File: config.mk
export PLATFORM = sky130hd
export DESIGN_NAME = cwu_timing
export DESIGN_NICKNAME = d
export VERILOG_FILES = /design/src/cwu_pkg.sv /design/src/cwu_timing.sv /design/src/delay_counter.sv /design/src/level_sync.sv
export SDC_FILE = /design/constraint.sdc
export NUM_CORES = 1
export LEC_CHECK = 0
export ABC_AREA = 1
export BUFFER_PORTS_ARGS = -buffer_cell sky130_fd_sc_hd__buf_2
export CORE_UTILIZATION = 35
export DETAILED_ROUTE_END_ITERATION = 7
export GPL_TIMING_DRIVEN = 0
export PLACE_DENSITY = 0.61
export SETUP_SLACK_MARGIN = 0.4
export SYNTH_ARGS = -nofsm -noshare
export SYNTH_HDL_FRONTEND = slang
export SYNTH_SLANG_ARGS = --single-unit
File: constraint.sdc
create_clock -name ref_clk_in -period 1.5 [get_ports ref_clk_in]
set_clock_uncertainty 0.05 [all_clocks]
set_input_delay 0.15 -clock ref_clk_in [delete_from_list [all_inputs] [get_ports ref_clk_in]]
set_output_delay 0.15 -clock ref_clk_in [all_outputs]
set_load 0.01 [all_outputs]
File: src/cwu_pkg.sv
// Purpose: Shared constants and types for the complementary waveform unit timing block.
// Assumes: 100 MHz generator clock, 32-bit Avalon-MM register slave.
// Notes:   Offsets are byte addresses; every register takes one aligned word.
package cwu_pkg;

  // ==========================================================================
  // Widths and clock
  // ==========================================================================
  localparam int CNT_W         = 6;   // Width of every timing count field
  localparam int CLK_PERIOD_NS = 10;  // Generator clock period

  // ==========================================================================
  // Register offsets (byte addresses)
  // ==========================================================================
  localparam logic [4:0] RISING_DEADBAND_OFS  = 5'h00;
  localparam logic [4:0] FALLING_DEADBAND_OFS = 5'h04;
  localparam logic [4:0] RISING_BLANKING_OFS  = 5'h08;
  localparam logic [4:0] FALLING_BLANKING_OFS = 5'h0c;
  localparam logic [4:0] RISING_PHASE_OFS     = 5'h10;
  localparam logic [4:0] FALLING_PHASE_OFS    = 5'h14;
  localparam logic [4:0] TIMING_CONTROL_OFS   = 5'h18;
  localparam logic [4:0] TIMING_STATUS_OFS    = 5'h1c;

  // ==========================================================================
  // Field positions and reset values
  // ==========================================================================
  localparam int CTRL_ENABLE_BIT = 0;  // Unit enable
  localparam int CTRL_FDBS_BIT   = 6;  // falling_deadband_source_sel
  localparam int CTRL_RDBS_BIT   = 7;  // rising_deadband_source_sel
  localparam logic [7:0] CTRL_RESET = 8'h00;
  localparam int STAT_PRI_BIT    = 0;  // Primary output level
  localparam int STAT_CMP_BIT    = 1;  // Complementary output level
  localparam int STAT_RBLK_BIT   = 2;  // Rising blanking window open
  localparam int STAT_FBLK_BIT   = 3;  // Falling blanking window open

  // ==========================================================================
  // Delay-chain element timing
  // ==========================================================================
  localparam int CHAIN_ELEM_NS   = 20;  // One delay-chain element period
  localparam int CHAIN_ELEM_CLKS = (CHAIN_ELEM_NS + CLK_PERIOD_NS - 1) / CLK_PERIOD_NS;
  localparam int CHAIN_W         = 4;   // Width of the element divider

  // ==========================================================================
  // Types
  // ==========================================================================
  typedef struct packed {
    logic [CNT_W-1:0] rising_deadband_value;
    logic [CNT_W-1:0] falling_deadband_value;
    logic [CNT_W-1:0] rising_blank_value;
    logic [CNT_W-1:0] falling_blank_value;
    logic [CNT_W-1:0] rising_phase_value;
    logic [CNT_W-1:0] falling_phase_value;
  } timing_cfg_t;

endpackage

File: src/cwu_timing.sv
// Purpose: Dead-band, blanking and phase timing of the complementary waveform unit.
// Assumes: Rising and falling event levels come from asynchronous event-select logic.
// Notes:   Count registers are not reset; they power up unknown and keep their value.
//
// Notes on behaviour
// - Chain source: complementary delay in chain elements.
// - Clock source: complementary delay in clock periods.
// - Rising blank count masks following falling events.
// - Falling blank count masks following rising events.
// - Rising phase count postpones the rising event.
// - Falling phase count postpones the falling event.
// - Upper two count bits read as zero.
// - Count fields are unreset and keep contents.
// - Rising dead-band delays primary, source selectable.
//
// Local design decisions: the placing of the registers and the Avalon-MM slave port.
`timescale 1ns/1ps
module cwu_timing
  import cwu_pkg::*;
(
  input  wire logic        ref_clk_in,        // Generator clock, 100 MHz
  input  wire logic        reset_in,          // Synchronous reset, active high
  input  wire logic [4:0]  address_in,        // Avalon byte address
  input  wire logic        read_in,           // Avalon read strobe
  input  wire logic        write_in,          // Avalon write strobe
  input  wire logic [3:0]  byteenable_in,     // Avalon byte enables
  input  wire logic [31:0] writedata_in,      // Avalon write data
  output logic [31:0]      readdata_out,      // Avalon read data
  output logic             waitrequest_out,   // Avalon wait request
  input  wire logic        rise_event_in,     // Rising event level, asynchronous
  input  wire logic        fall_event_in,     // Falling event level, asynchronous
  output logic             primary_out,       // Primary waveform
  output logic             complementary_out  // Complementary waveform
);

  // ==========================================================================
  // Declarations
  // ==========================================================================
  timing_cfg_t        cfg_reg;          // Six timing counts, never reset
  logic [7:0]         ctrl_reg;         // Enable and source selects
  logic               ack_reg;          // Bus answer phase
  logic               rise_sync;        // Synchronised rising event level
  logic               fall_sync;        // Synchronised falling event level
  logic               rise_prev_reg;    // Previous rising level for edge detect
  logic               fall_prev_reg;    // Previous falling level for edge detect
  logic               rise_edge;        // Rising event input seen
  logic               fall_edge;        // Falling event input seen
  logic               rise_ok;          // Rising input not blanked
  logic               fall_ok;          // Falling input not blanked
  logic               rise_ph_done;     // Rising phase delay expired
  logic               fall_ph_done;     // Falling phase delay expired
  logic               rise_act;         // Rising event takes effect
  logic               fall_act;         // Falling event takes effect
  logic               rblk_busy;        // Rising blanking window open
  logic               fblk_busy;        // Falling blanking window open
  logic               rdb_done;         // Rising dead-band expired
  logic               fdb_done;         // Falling dead-band expired
  logic               rdb_busy;         // Rising dead-band running
  logic               fdb_busy;         // Falling dead-band running
  logic               enable;           // Unit enabled
  logic               off;              // Unit disabled, abort all timing
  logic [CHAIN_W-1:0] chain_cnt_reg;    // Delay-chain element divider
  logic               chain_tick_reg;   // One delay-chain element elapsed
  logic               rdb_step;         // Time base of rising dead-band
  logic               fdb_step;         // Time base of falling dead-band
  logic               bus_wr;           // Write takes effect this edge
  logic [7:0]         rd_byte;          // Selected read value
  logic [7:0]         status;           // Live status byte

  assign enable = ctrl_reg[CTRL_ENABLE_BIT];
  assign off    = ~enable;

  // ==========================================================================
  // Avalon slave: one wait cycle, then the answer
  // ==========================================================================
  // Waitrequest stays high while idle so a new request always waits one cycle.
  assign waitrequest_out = ~ack_reg;
  assign bus_wr          = write_in & ack_reg & byteenable_in[0];

  // Answer phase toggles so back-to-back requests each see one wait cycle
  always_ff @(posedge ref_clk_in) begin
    if (reset_in) begin
      ack_reg <= 1'b0;
    end else begin
      ack_reg <= (read_in | write_in) & ~ack_reg;
    end
  end

  // Timing counts: no reset term, so they keep contents across resets
  always_ff @(posedge ref_clk_in) begin
    if (bus_wr) begin
      unique case (address_in)
        RISING_DEADBAND_OFS:  cfg_reg.rising_deadband_value  <= writedata_in[CNT_W-1:0];
        FALLING_DEADBAND_OFS: cfg_reg.falling_deadband_value <= writedata_in[CNT_W-1:0];
        RISING_BLANKING_OFS:  cfg_reg.rising_blank_value     <= writedata_in[CNT_W-1:0];
        FALLING_BLANKING_OFS: cfg_reg.falling_blank_value    <= writedata_in[CNT_W-1:0];
        RISING_PHASE_OFS:     cfg_reg.rising_phase_value     <= writedata_in[CNT_W-1:0];
        FALLING_PHASE_OFS:    cfg_reg.falling_phase_value    <= writedata_in[CNT_W-1:0];
        default: ;                                       // Other addresses hold
      endcase
    end
  end

  // Control register: enable and dead-band source selects
  always_ff @(posedge ref_clk_in) begin
    if (reset_in) begin
      ctrl_reg <= CTRL_RESET;
    end else if (bus_wr && address_in == TIMING_CONTROL_OFS) begin
      ctrl_reg <= writedata_in[7:0];
    end
  end

  // Live status bits
  always_comb begin
    status                = 8'h00;
    status[STAT_PRI_BIT]  = primary_out;
    status[STAT_CMP_BIT]  = complementary_out;
    status[STAT_RBLK_BIT] = rblk_busy;
    status[STAT_FBLK_BIT] = fblk_busy;
  end

  // Read mux: count fields sit in bits 5:0, the two bits above read zero
  always_comb begin
    unique case (address_in)
      RISING_DEADBAND_OFS:  rd_byte = {2'b00, cfg_reg.rising_deadband_value};
      FALLING_DEADBAND_OFS: rd_byte = {2'b00, cfg_reg.falling_deadband_value};
      RISING_BLANKING_OFS:  rd_byte = {2'b00, cfg_reg.rising_blank_value};
      FALLING_BLANKING_OFS: rd_byte = {2'b00, cfg_reg.falling_blank_value};
      RISING_PHASE_OFS:     rd_byte = {2'b00, cfg_reg.rising_phase_value};
      FALLING_PHASE_OFS:    rd_byte = {2'b00, cfg_reg.falling_phase_value};
      TIMING_CONTROL_OFS:   rd_byte = ctrl_reg;
      TIMING_STATUS_OFS:    rd_byte = status;
      default:              rd_byte = 8'h00;   // Unaligned address reads zero
    endcase
  end

  // Read data registered on the edge that opens the answer phase
  always_ff @(posedge ref_clk_in) begin
    if (reset_in) begin
      readdata_out <= 32'h0000_0000;
    end else if (read_in && !ack_reg) begin
      readdata_out <= {24'h00_0000, rd_byte};
    end
  end

  // ==========================================================================
  // Event inputs: synchronise, then detect the active edge
  // ==========================================================================
  level_sync rise_sync_u (
    .ref_clk_in (ref_clk_in),
    .reset_in   (reset_in),
    .async_in   (rise_event_in),
    .sync_out   (rise_sync)
  );

  level_sync fall_sync_u (
    .ref_clk_in (ref_clk_in),
    .reset_in   (reset_in),
    .async_in   (fall_event_in),
    .sync_out   (fall_sync)
  );

  // Edge memory for both event lines
  always_ff @(posedge ref_clk_in) begin
    if (reset_in) begin
      rise_prev_reg <= 1'b0;
      fall_prev_reg <= 1'b0;
    end else begin
      rise_prev_reg <= rise_sync;
      fall_prev_reg <= fall_sync;
    end
  end

  assign rise_edge = rise_sync & ~rise_prev_reg;
  assign fall_edge = fall_sync & ~fall_prev_reg;

  // Blanking: an input arriving inside the opposite window is dropped, not queued
  assign rise_ok = rise_edge & enable & ~fblk_busy;
  assign fall_ok = fall_edge & enable & ~rblk_busy;

  // ==========================================================================
  // Phase delays
  // ==========================================================================
  delay_counter rise_phase_u (
    .ref_clk_in (ref_clk_in),
    .reset_in   (reset_in),
    .start_in   (rise_ok),
    .abort_in   (off),
    .step_in    (1'b1),
    .load_in    (cfg_reg.rising_phase_value),
    .busy_out   (),
    .done_out   (rise_ph_done)
  );

  delay_counter fall_phase_u (
    .ref_clk_in (ref_clk_in),
    .reset_in   (reset_in),
    .start_in   (fall_ok),
    .abort_in   (off),
    .step_in    (1'b1),
    .load_in    (cfg_reg.falling_phase_value),
    .busy_out   (),
    .done_out   (fall_ph_done)
  );

  // Coincident events: falling wins so the primary never stays on by accident
  assign fall_act = fall_ph_done & enable;
  assign rise_act = rise_ph_done & enable & ~fall_ph_done;

  // ==========================================================================
  // Blanking windows open when an event takes effect
  // ==========================================================================
  delay_counter rise_blank_u (
    .ref_clk_in (ref_clk_in),
    .reset_in   (reset_in),
    .start_in   (rise_act),
    .abort_in   (off),
    .step_in    (1'b1),
    .load_in    (cfg_reg.rising_blank_value),
    .busy_out   (rblk_busy),
    .done_out   ()
  );

  delay_counter fall_blank_u (
    .ref_clk_in (ref_clk_in),
    .reset_in   (reset_in),
    .start_in   (fall_act),
    .abort_in   (off),
    .step_in    (1'b1),
    .load_in    (cfg_reg.falling_blank_value),
    .busy_out   (fblk_busy),
    .done_out   ()
  );

  // ==========================================================================
  // Delay-chain time base
  // ==========================================================================
  // The analog chain is modelled as a tick every element period of clocks.
  always_ff @(posedge ref_clk_in) begin
    if (reset_in) begin
      chain_cnt_reg  <= '0;
      chain_tick_reg <= 1'b0;
    end else if (chain_cnt_reg == CHAIN_W'(CHAIN_ELEM_CLKS - 1)) begin
      chain_cnt_reg  <= '0;
      chain_tick_reg <= 1'b1;
    end else begin
      chain_cnt_reg  <= chain_cnt_reg + 1'b1;
      chain_tick_reg <= 1'b0;
    end
  end

  assign rdb_step = ctrl_reg[CTRL_RDBS_BIT] ? chain_tick_reg : 1'b1;
  assign fdb_step = ctrl_reg[CTRL_FDBS_BIT] ? chain_tick_reg : 1'b1;

  // ==========================================================================
  // Dead-band counters; the opposite event cancels a pending turn-on
  // ==========================================================================
  delay_counter rise_db_u (
    .ref_clk_in (ref_clk_in),
    .reset_in   (reset_in),
    .start_in   (rise_act),
    .abort_in   (off | fall_act),
    .step_in    (rdb_step),
    .load_in    (cfg_reg.rising_deadband_value),
    .busy_out   (rdb_busy),
    .done_out   (rdb_done)
  );

  delay_counter fall_db_u (
    .ref_clk_in (ref_clk_in),
    .reset_in   (reset_in),
    .start_in   (fall_act),
    .abort_in   (off | rise_act),
    .step_in    (fdb_step),
    .load_in    (cfg_reg.falling_deadband_value),
    .busy_out   (fdb_busy),
    .done_out   (fdb_done)
  );

  // ==========================================================================
  // Output waveforms
  // ==========================================================================
  // Primary: off at once on a falling event, on after rising dead-band
  always_ff @(posedge ref_clk_in) begin
    if (reset_in) begin
      primary_out <= 1'b0;
    end else if (off || fall_act) begin
      primary_out <= 1'b0;
    end else if (rdb_done && !fdb_busy) begin
      primary_out <= 1'b1;
    end
  end

  // Complementary: off at once on a rising event, on after falling dead-band
  always_ff @(posedge ref_clk_in) begin
    if (reset_in) begin
      complementary_out <= 1'b0;
    end else if (off || rise_act) begin
      complementary_out <= 1'b0;
    end else if (fdb_done && !rdb_busy) begin
      complementary_out <= 1'b1;
    end
  end
endmodule

File: src/delay_counter.sv
// Purpose: Restartable down-counter used for dead-band, blanking and phase delays.
// Assumes: step_in marks one period of the selected time base.
// Notes:   A zero load gives done on the next clock and no busy time.
`timescale 1ns/1ps
module delay_counter
  import cwu_pkg::*;
(
  input  wire logic             ref_clk_in,  // Generator clock
  input  wire logic             reset_in,    // Synchronous reset, active high
  input  wire logic             start_in,    // Qualifying event, restarts the count
  input  wire logic             abort_in,    // Cancel a running count
  input  wire logic             step_in,     // One period of the time base
  input  wire logic [CNT_W-1:0] load_in,     // Programmed count
  output logic                  busy_out,    // Count running
  output logic                  done_out     // One-cycle pulse at expiry
);

  logic [CNT_W-1:0] cnt_reg;  // Periods still to run

  // ==========================================================================
  // Count process
  // ==========================================================================
  always_ff @(posedge ref_clk_in) begin
    if (reset_in) begin
      cnt_reg  <= '0;
      busy_out <= 1'b0;
      done_out <= 1'b0;
    end else begin
      done_out <= 1'b0;
      if (start_in) begin
        cnt_reg  <= load_in;
        busy_out <= (load_in != '0);
        done_out <= (load_in == '0);
      end else if (abort_in) begin
        busy_out <= 1'b0;                     // Cancelled: no expiry pulse
      end else if (busy_out && step_in) begin
        cnt_reg <= cnt_reg - 1'b1;
        if (cnt_reg == {{(CNT_W-1){1'b0}}, 1'b1}) begin
          busy_out <= 1'b0;
          done_out <= 1'b1;
        end
      end
    end
  end
endmodule

File: src/level_sync.sv
// Purpose: Two-flop synchroniser for an event level from outside the clock domain.
// Assumes: Input is a slow level or a pulse of at least two clocks.
// Notes:   The first flop feeds only the second one.
`timescale 1ns/1ps
module level_sync (
  input  wire logic ref_clk_in,  // Generator clock
  input  wire logic reset_in,    // Synchronous reset, active high
  input  wire logic async_in,    // Level from another domain
  output logic      sync_out     // Synchronised level
);

  logic meta_reg;  // First stage, read by the second stage only

  // ==========================================================================
  // Synchroniser chain
  // ==========================================================================
  always_ff @(posedge ref_clk_in) begin
    if (reset_in) begin
      meta_reg <= 1'b0;
      sync_out <= 1'b0;
    end else begin
      meta_reg <= async_in;
      sync_out <= meta_reg;
    end
  end

endmodule

; ---- Word-level counts from Yosys, hierarchy flattened
; Index checks and enable logic that the tools add are counted.
[totals]
word_cells = 195
register_bits = 112
output_inout_bits = 35
[classes]
bitwise = 22
n_addsub = 7
reduce_logical = 53
muxes = 62
n_eq_ne = 16
[ops]
columns = operator, n
row1 = 2-to-1 mux 6 bit, 18
row2 = one-hot mux 8 bit (8 select lines), 1
row3 = 2-to-1 mux 1 bit, 43
row4 = "== test 6 x 1 -> 1 bit, second input constant", 6
row5 = nonzero test 6 bit, 6
row6 = "subtractor 6 x 1 -> 6 bit, second input constant", 6
row7 = AND reduction 2 bit, 14
row8 = zero test 6 bit, 4
row9 = "== test 5 bit, second input constant", 4
row10 = nonzero test 2 bit, 10
row11 = bitwise AND 1 bit, 12
row12 = nonzero test 3 bit, 4
row13 = "== test 5 x 4 -> 1 bit, second input constant", 2
row14 = NOT 1 bit, 7
row15 = logical AND 1 bit, 6
row16 = OR reduction 2 bit, 3
row17 = "== test 5 x 3 -> 1 bit, second input constant", 1
row18 = zero test 5 bit, 1
row19 = "adder 4 x 1 -> 4 bit, second input constant", 1
row20 = "== test 4 x 1 -> 1 bit, second input constant", 1
row21 = "!= test 2 bit, second input constant", 2
row22 = zero test 1 bit, 3
row23 = OR 1 bit, 3
row24 = logical OR 1 bit, 2

; ---- Depth between registers and ports, before layout
[depth]
depth_word = 6
ltp_mapped = 10
ltp_nobuf = 10

; ---- Modules after synthesis
; A second synthesis with hierarchy kept.
[unflattened]
hier_cells = 797
hier_area_um2 = 6338.6
[by_module_without_submodules]
columns = mod, area_per_inst_um2, seq_area_each_um2, instances, cells_per_inst
row1 = cwu_timing, 2935.3, 1601.5, 1, 307
row2 = delay_counter at fall_blank_u ..., 536.8, 160.2, 4, 79
row3 = delay_counter at rise_db_u ..., 573.0, 160.2, 2, 81
row4 = level_sync, 55.1, 40.0, 2, 6

; ---- Least setup slack after synthesis
; Ideal clock, no wire load.
[synth_timing]
path_kind = input port to flip-flop
from = in address_in[4]
to = reg cfg_reg[30] in the netlist's numbering, enable pin
setup_ns = 0.350
setup_slack_ns = 0.156
n_path_buf = 2
stages = 5
required_time_ns = 1.100
t_arrival_ns = 0.944
path_cell_list = buf_2 -> inv_2 -> buf_4 -> nand3_1 -> nor2_1
[synth_via]
elab_chain_cells = 2
[synth_rtl]
columns = item, line
row1 = from (decl), cwu_timing.sv:23  ; input wire logic [4:0] address_in,
row2 = zero test 5 bit, cwu_timing.sv:92  ; unique case (address_in)
row3 = AND reduction 2 bit (no source line), n/a
row4 = to (decl), cwu_timing.sv:39  ; timing_cfg_t cfg_reg;
; Every way passes these cells.
; A chain may end at the register's enable or synchronous reset.

; ---- Worst setup path in the final report
[layout_timing]
from = reg ctrl_reg[0]
to = reg rise_db_u.cnt_reg[5]
[layout_via]
elab_chain_cells = 4
word_cells_on_any_way = 9
[layout_rtl]
columns = item, line
row1 = from (decl), cwu_timing.sv:40  ; logic [7:0] ctrl_reg;
row2 = from (signal assigned), cwu_timing.sv:109  ; ctrl_reg <= writedata_in[7:0];
row3 = bitwise AND 1 bit (tied with other cells), cwu_timing.sv:208  ; assign rise_act = rise_ph_done & enable & ~fall_ph_done;
row4 = bitwise AND 1 bit or OR 1 bit (tied branches), "cwu_timing.sv:208, cwu_timing.sv:262"
row5 = != test 2 bit (no source line) or nonzero test 2 bit (tied branches), n/a
row6 = AND reduction 2 bit (no source line), n/a
row7 = to (signal assigned), delay_counter.sv:31  ; cnt_reg <= load_in;
row8 = to (signal assigned), delay_counter.sv:37  ; cnt_reg <= cnt_reg - 1'b1;
row9 = to (decl), delay_counter.sv:18  ; logic [CNT_W-1:0] cnt_reg;
; Several ways; a longest one is shown, not always the timed one.

==> results by group <==
Power
  – Combinational share of power: 0.079
  – Sw Share: 0.241
  – Switching power: between 0.001 and 0.0015 W
  – Maximum VDD drop: between 0.4 and 0.5 mV
  – Sequential Power Share: 0.542
  – Pwr/cell area: around 780 nW/um2
  – Clock network power share: 0.379
  – P_leak: about 3.1 nW
  – Int Power: 0.00444 W

Global route
  – First-pass GRT wire length: around 24 mm
  – Initial antenna violation count: 0
  – Grt ovf: 0
  – All-Layer GR Usage: 0.191
  – Largest net degree at the start of global routing: 19
  – Vias in the first global route: ~4600

Synthesis
  – Compound-Gate Fraction of Synth Area: 0.103
  – Largest area contributor in the netlist: dfxtp_1
  – Synth async-reset ratio: 0
  – Xor/xnor share of the synthesized area: 0.0183
  – Most frequent cell after synthesis: nand2_1
  – Number of flops mapped to enable cells by yosys: 36
  – Largest family of logic cells by synthesized area: simple AND/OR/NAND/NOR gates
  – Sequential fraction of the synthesis area: 0.452
  – Synth top area share: 0.264
  – Syn Area/Cell: a little under 8 um2
  – Multiplexer area fraction after synthesis: 0
  – Mapped Cells: approximately 720
  – Netlist cell types: 39
  – Simple-Gate Fraction of Synth Area: 0.275
  – Seq cells post-synth: 112
  – Commonest cells post-synth: nand2_1, nor2_1, dfxtp_1
  – Post-synthesis instance area: about 5800 um2
  – Post-Synth Adder-Cell Area: 0.0304
  – Main synth FF type: dfxtp_1
  – Ranking of synthesized cells by area: dfxtp_1, edfxtp_1, nand2_1
  – Warnings from Yosys: 0

Timing
  – Fin crit share: 0.928
  – Final setup margin: approximately 110 ps
  – F_max: about 700 MHz
  – Final setup viols: 0
  – Setup TNS: 0 ps
  – Final hold vios: 0
  – Final min period: approximately 1400 ps
  – Slew HR: 0.581
  – Max-slew violation count: 0
  – Worst-Margin Slew: about 630 ps
  – RSZ-0062 raised after global routing: yes

Die
  – Die Ht: around 130 um
  – Die area: 17000 um2
  – Core area: 16000 um2
  – Io pins: 82
  – Row cnt: 46
  – Chip Width: ~130 um
  – Starting Density: 0.360

CTS
  – Clock buffer depth: 2
  – Clk slew on worst S/H paths: ~70 ps
  – Num CTS Buffers: 9
  – Worst-Skew Late Latency: between 300 and 400 ps
  – TritonCTS clock tree: built
  – Htree depth: 3
  – Sink Count: between 100 and 150
  – Root Driver: clkbuf_16

Worst setup path
  – CP endpoint: rise_db_u.cnt_reg[5]
  – CP Launch Type: flop
  – R2R Setup Slk: ~110 ps
  – CP endpoint kind: flop
  – Cell mode on critical path: a21oi_2
  – CP max stage delay: 380 ps
  – Worst reg2reg endpoint: rise_db_u.cnt_reg[5]
  – Crit path depth: 9
  – CP top delay family: simple AND/OR/NAND/NOR gates
  – Worst Setup Path Type: flop to flop
  – Slowest CP cell: dfxtp_4
  – WP data arrival: around 1600 ps
  – Crit Path Max Fanout: 9
  – Worst r2r path cells: 9
  – Crit-path cells: inv_4, nor2_4, nand2_4, buf_12, nand2_8, inv_6, a21oi_2, nand2_1, a21oi_2
  – Buffers plus inverters on the worst setup path: 3
  – CP required: approximately 1700 ps
  – CP startpoint: ctrl_reg[0]
  – Reg2reg start: ctrl_reg[0]

Final layout
  – Layout cells sized above 1: 0.323
  – Post-Route Utilization: 0.471
  – Max reg flops: 36
  – Antenna Cells: 0
  – Filler cell count: 1594
  – Fin cells: between 1000 and 1500
  – Final net count: just under 900
  – Area grow syn2layout: 30.9%

Detailed routing
  – Avg WL per Cell: approximately 15 um
  – Pre-antenna DRT Iters: 5
  – WL final: roughly 15 mm
  – DRC marker count from the first detailed-route iteration: approximately 420
  – DRT antenna net count: 0
  – Via-per-instance ratio: 4.88
  – DRC: 0
  – Routed vias: 5135

Worst hold path
  – Hold Path Class: input port to flop
  – WHS Path Cells: 3

Flow run
  – Max-cap violations: 0

Run status
  – Status: finished, final reports clean

Placed design
  – Setup WS pre-CTS: -123 ps
  – Placed Cells: slightly below 1000
  – PortBufs: 28
  – Dpl hpwl: around 11 mm
  – GPL Wtd Cong: roughly 0.93
## tightest hold or removal path: stages
cell and delay [ps]:
buf_2 100, o21ai_2 60, a21oi_2 80
## layer usage
| metal | track usage | routed length (um) |
|---|---|---|
| met1 | 0.262 | 7240 |
| met2 | 0.302 | 7090 |
| met3 | 0.0271 | 837 |
| met4 | 0.0746 | 273 |
| met5 | 0 | 0 |
## cell type report
type / instances / area [um2] / share of cell area
repair buffers: 72 / 576 / 0.0764
well taps: 216 / 270 / 0.0359
repair inverters: 1 / 7.51 / 0.000996
clock buffers: 10 / 229 / 0.0304
multi-input cells: 494 / 2990 / 0.396
inverters: 89 / 367 / 0.0486
flip-flops and latches: 112 / 2640 / 0.350
plain buffers: 52 / 429 / 0.0569
clock inverters: 6 / 35.0 / 0.00465
## cells by family after synthesis
logic type,Yosys count
and+or+nand+nor,345
AOI/OAI and AO/OA,99
buffers and inverters,141
other,1
adders and majority gates,14
DFF,112
xor gates and xnor gates,12
## cell usage in the layout, fill, tap and decap left out, drive strengths merged
master,n
o2bb2ai,1
a221oi,1
nand3,34
clkinv,4
xnor2,6
dlygate4sd3,3
a21oi,44
o221ai,4
o21ai,32
conb,24
clkinvlp,1
xor2,6
dfxtp,76
o211ai,2
a32oi,2
clkbuf,17
nor4,4
nand3b,1
nand2,145
buf,114
edfxtp,36
or2,2
a31oi,11
nand4,56
ha,14
o22ai,2
nor3,10
nor2,93
inv,91
## through the flow
stage / hold slack [ps] / total power [W] / area (um2)
floorplan: 199 / 0.00352 / 6080
global placement: 308 / 0.00365 / 6490
detailed placement: 309 / 0.00365 / 6490
CTS: 11.8 / 0.00591 / 7210
global route: 26.7 / 0.00606 / 7540
finish: 12.1 / 0.00584 / 7540
## what timing repair did
| action | in CTS | in global routing |
|---|---|---|
| setup buffers | 25 | 13 |
| endpoints found under the setup margin | 110 | 101 |
| gates resized for setup | 58 | 61 |
| hold buffers | 3 | 0 |
| endpoints found under the hold margin | 3 | 0 |
| cloned | 2 | 2 |
| pin swaps | 29 | 29 |
## power by group through the flow
| stage | sequential [W] | combinational (W) | clock, W |
|---|---|---|---|
| 4_1_cts | 0.00317 | 0.000450 | 0.00229 |
| 3_3_place_gp | 0.00324 | 0.000410 | 0 |
| 6_report | 0.00317 | 0.000461 | 0.00222 |
| 2_1_floorplan | 0.00324 | 0.000275 | 0 |
| 3_5_place_dp | 0.00324 | 0.000412 | 0 |
| 5_1_grt | 0.00317 | 0.000509 | 0.00239 |
## worst min path at each step
stage                         start              endpoint  slack, ps
floorplan           writedata_in[0]            cfg_reg[0]        200
global placement      fall_event_in  fall_sync_u.meta_reg        310
detailed placement    fall_event_in  fall_sync_u.meta_reg        310
CTS                 writedata_in[6]           ctrl_reg[6]         10
global route        writedata_in[6]           ctrl_reg[6]         30
finish              writedata_in[6]           ctrl_reg[6]         10
(Power assumes the default switching activity.)
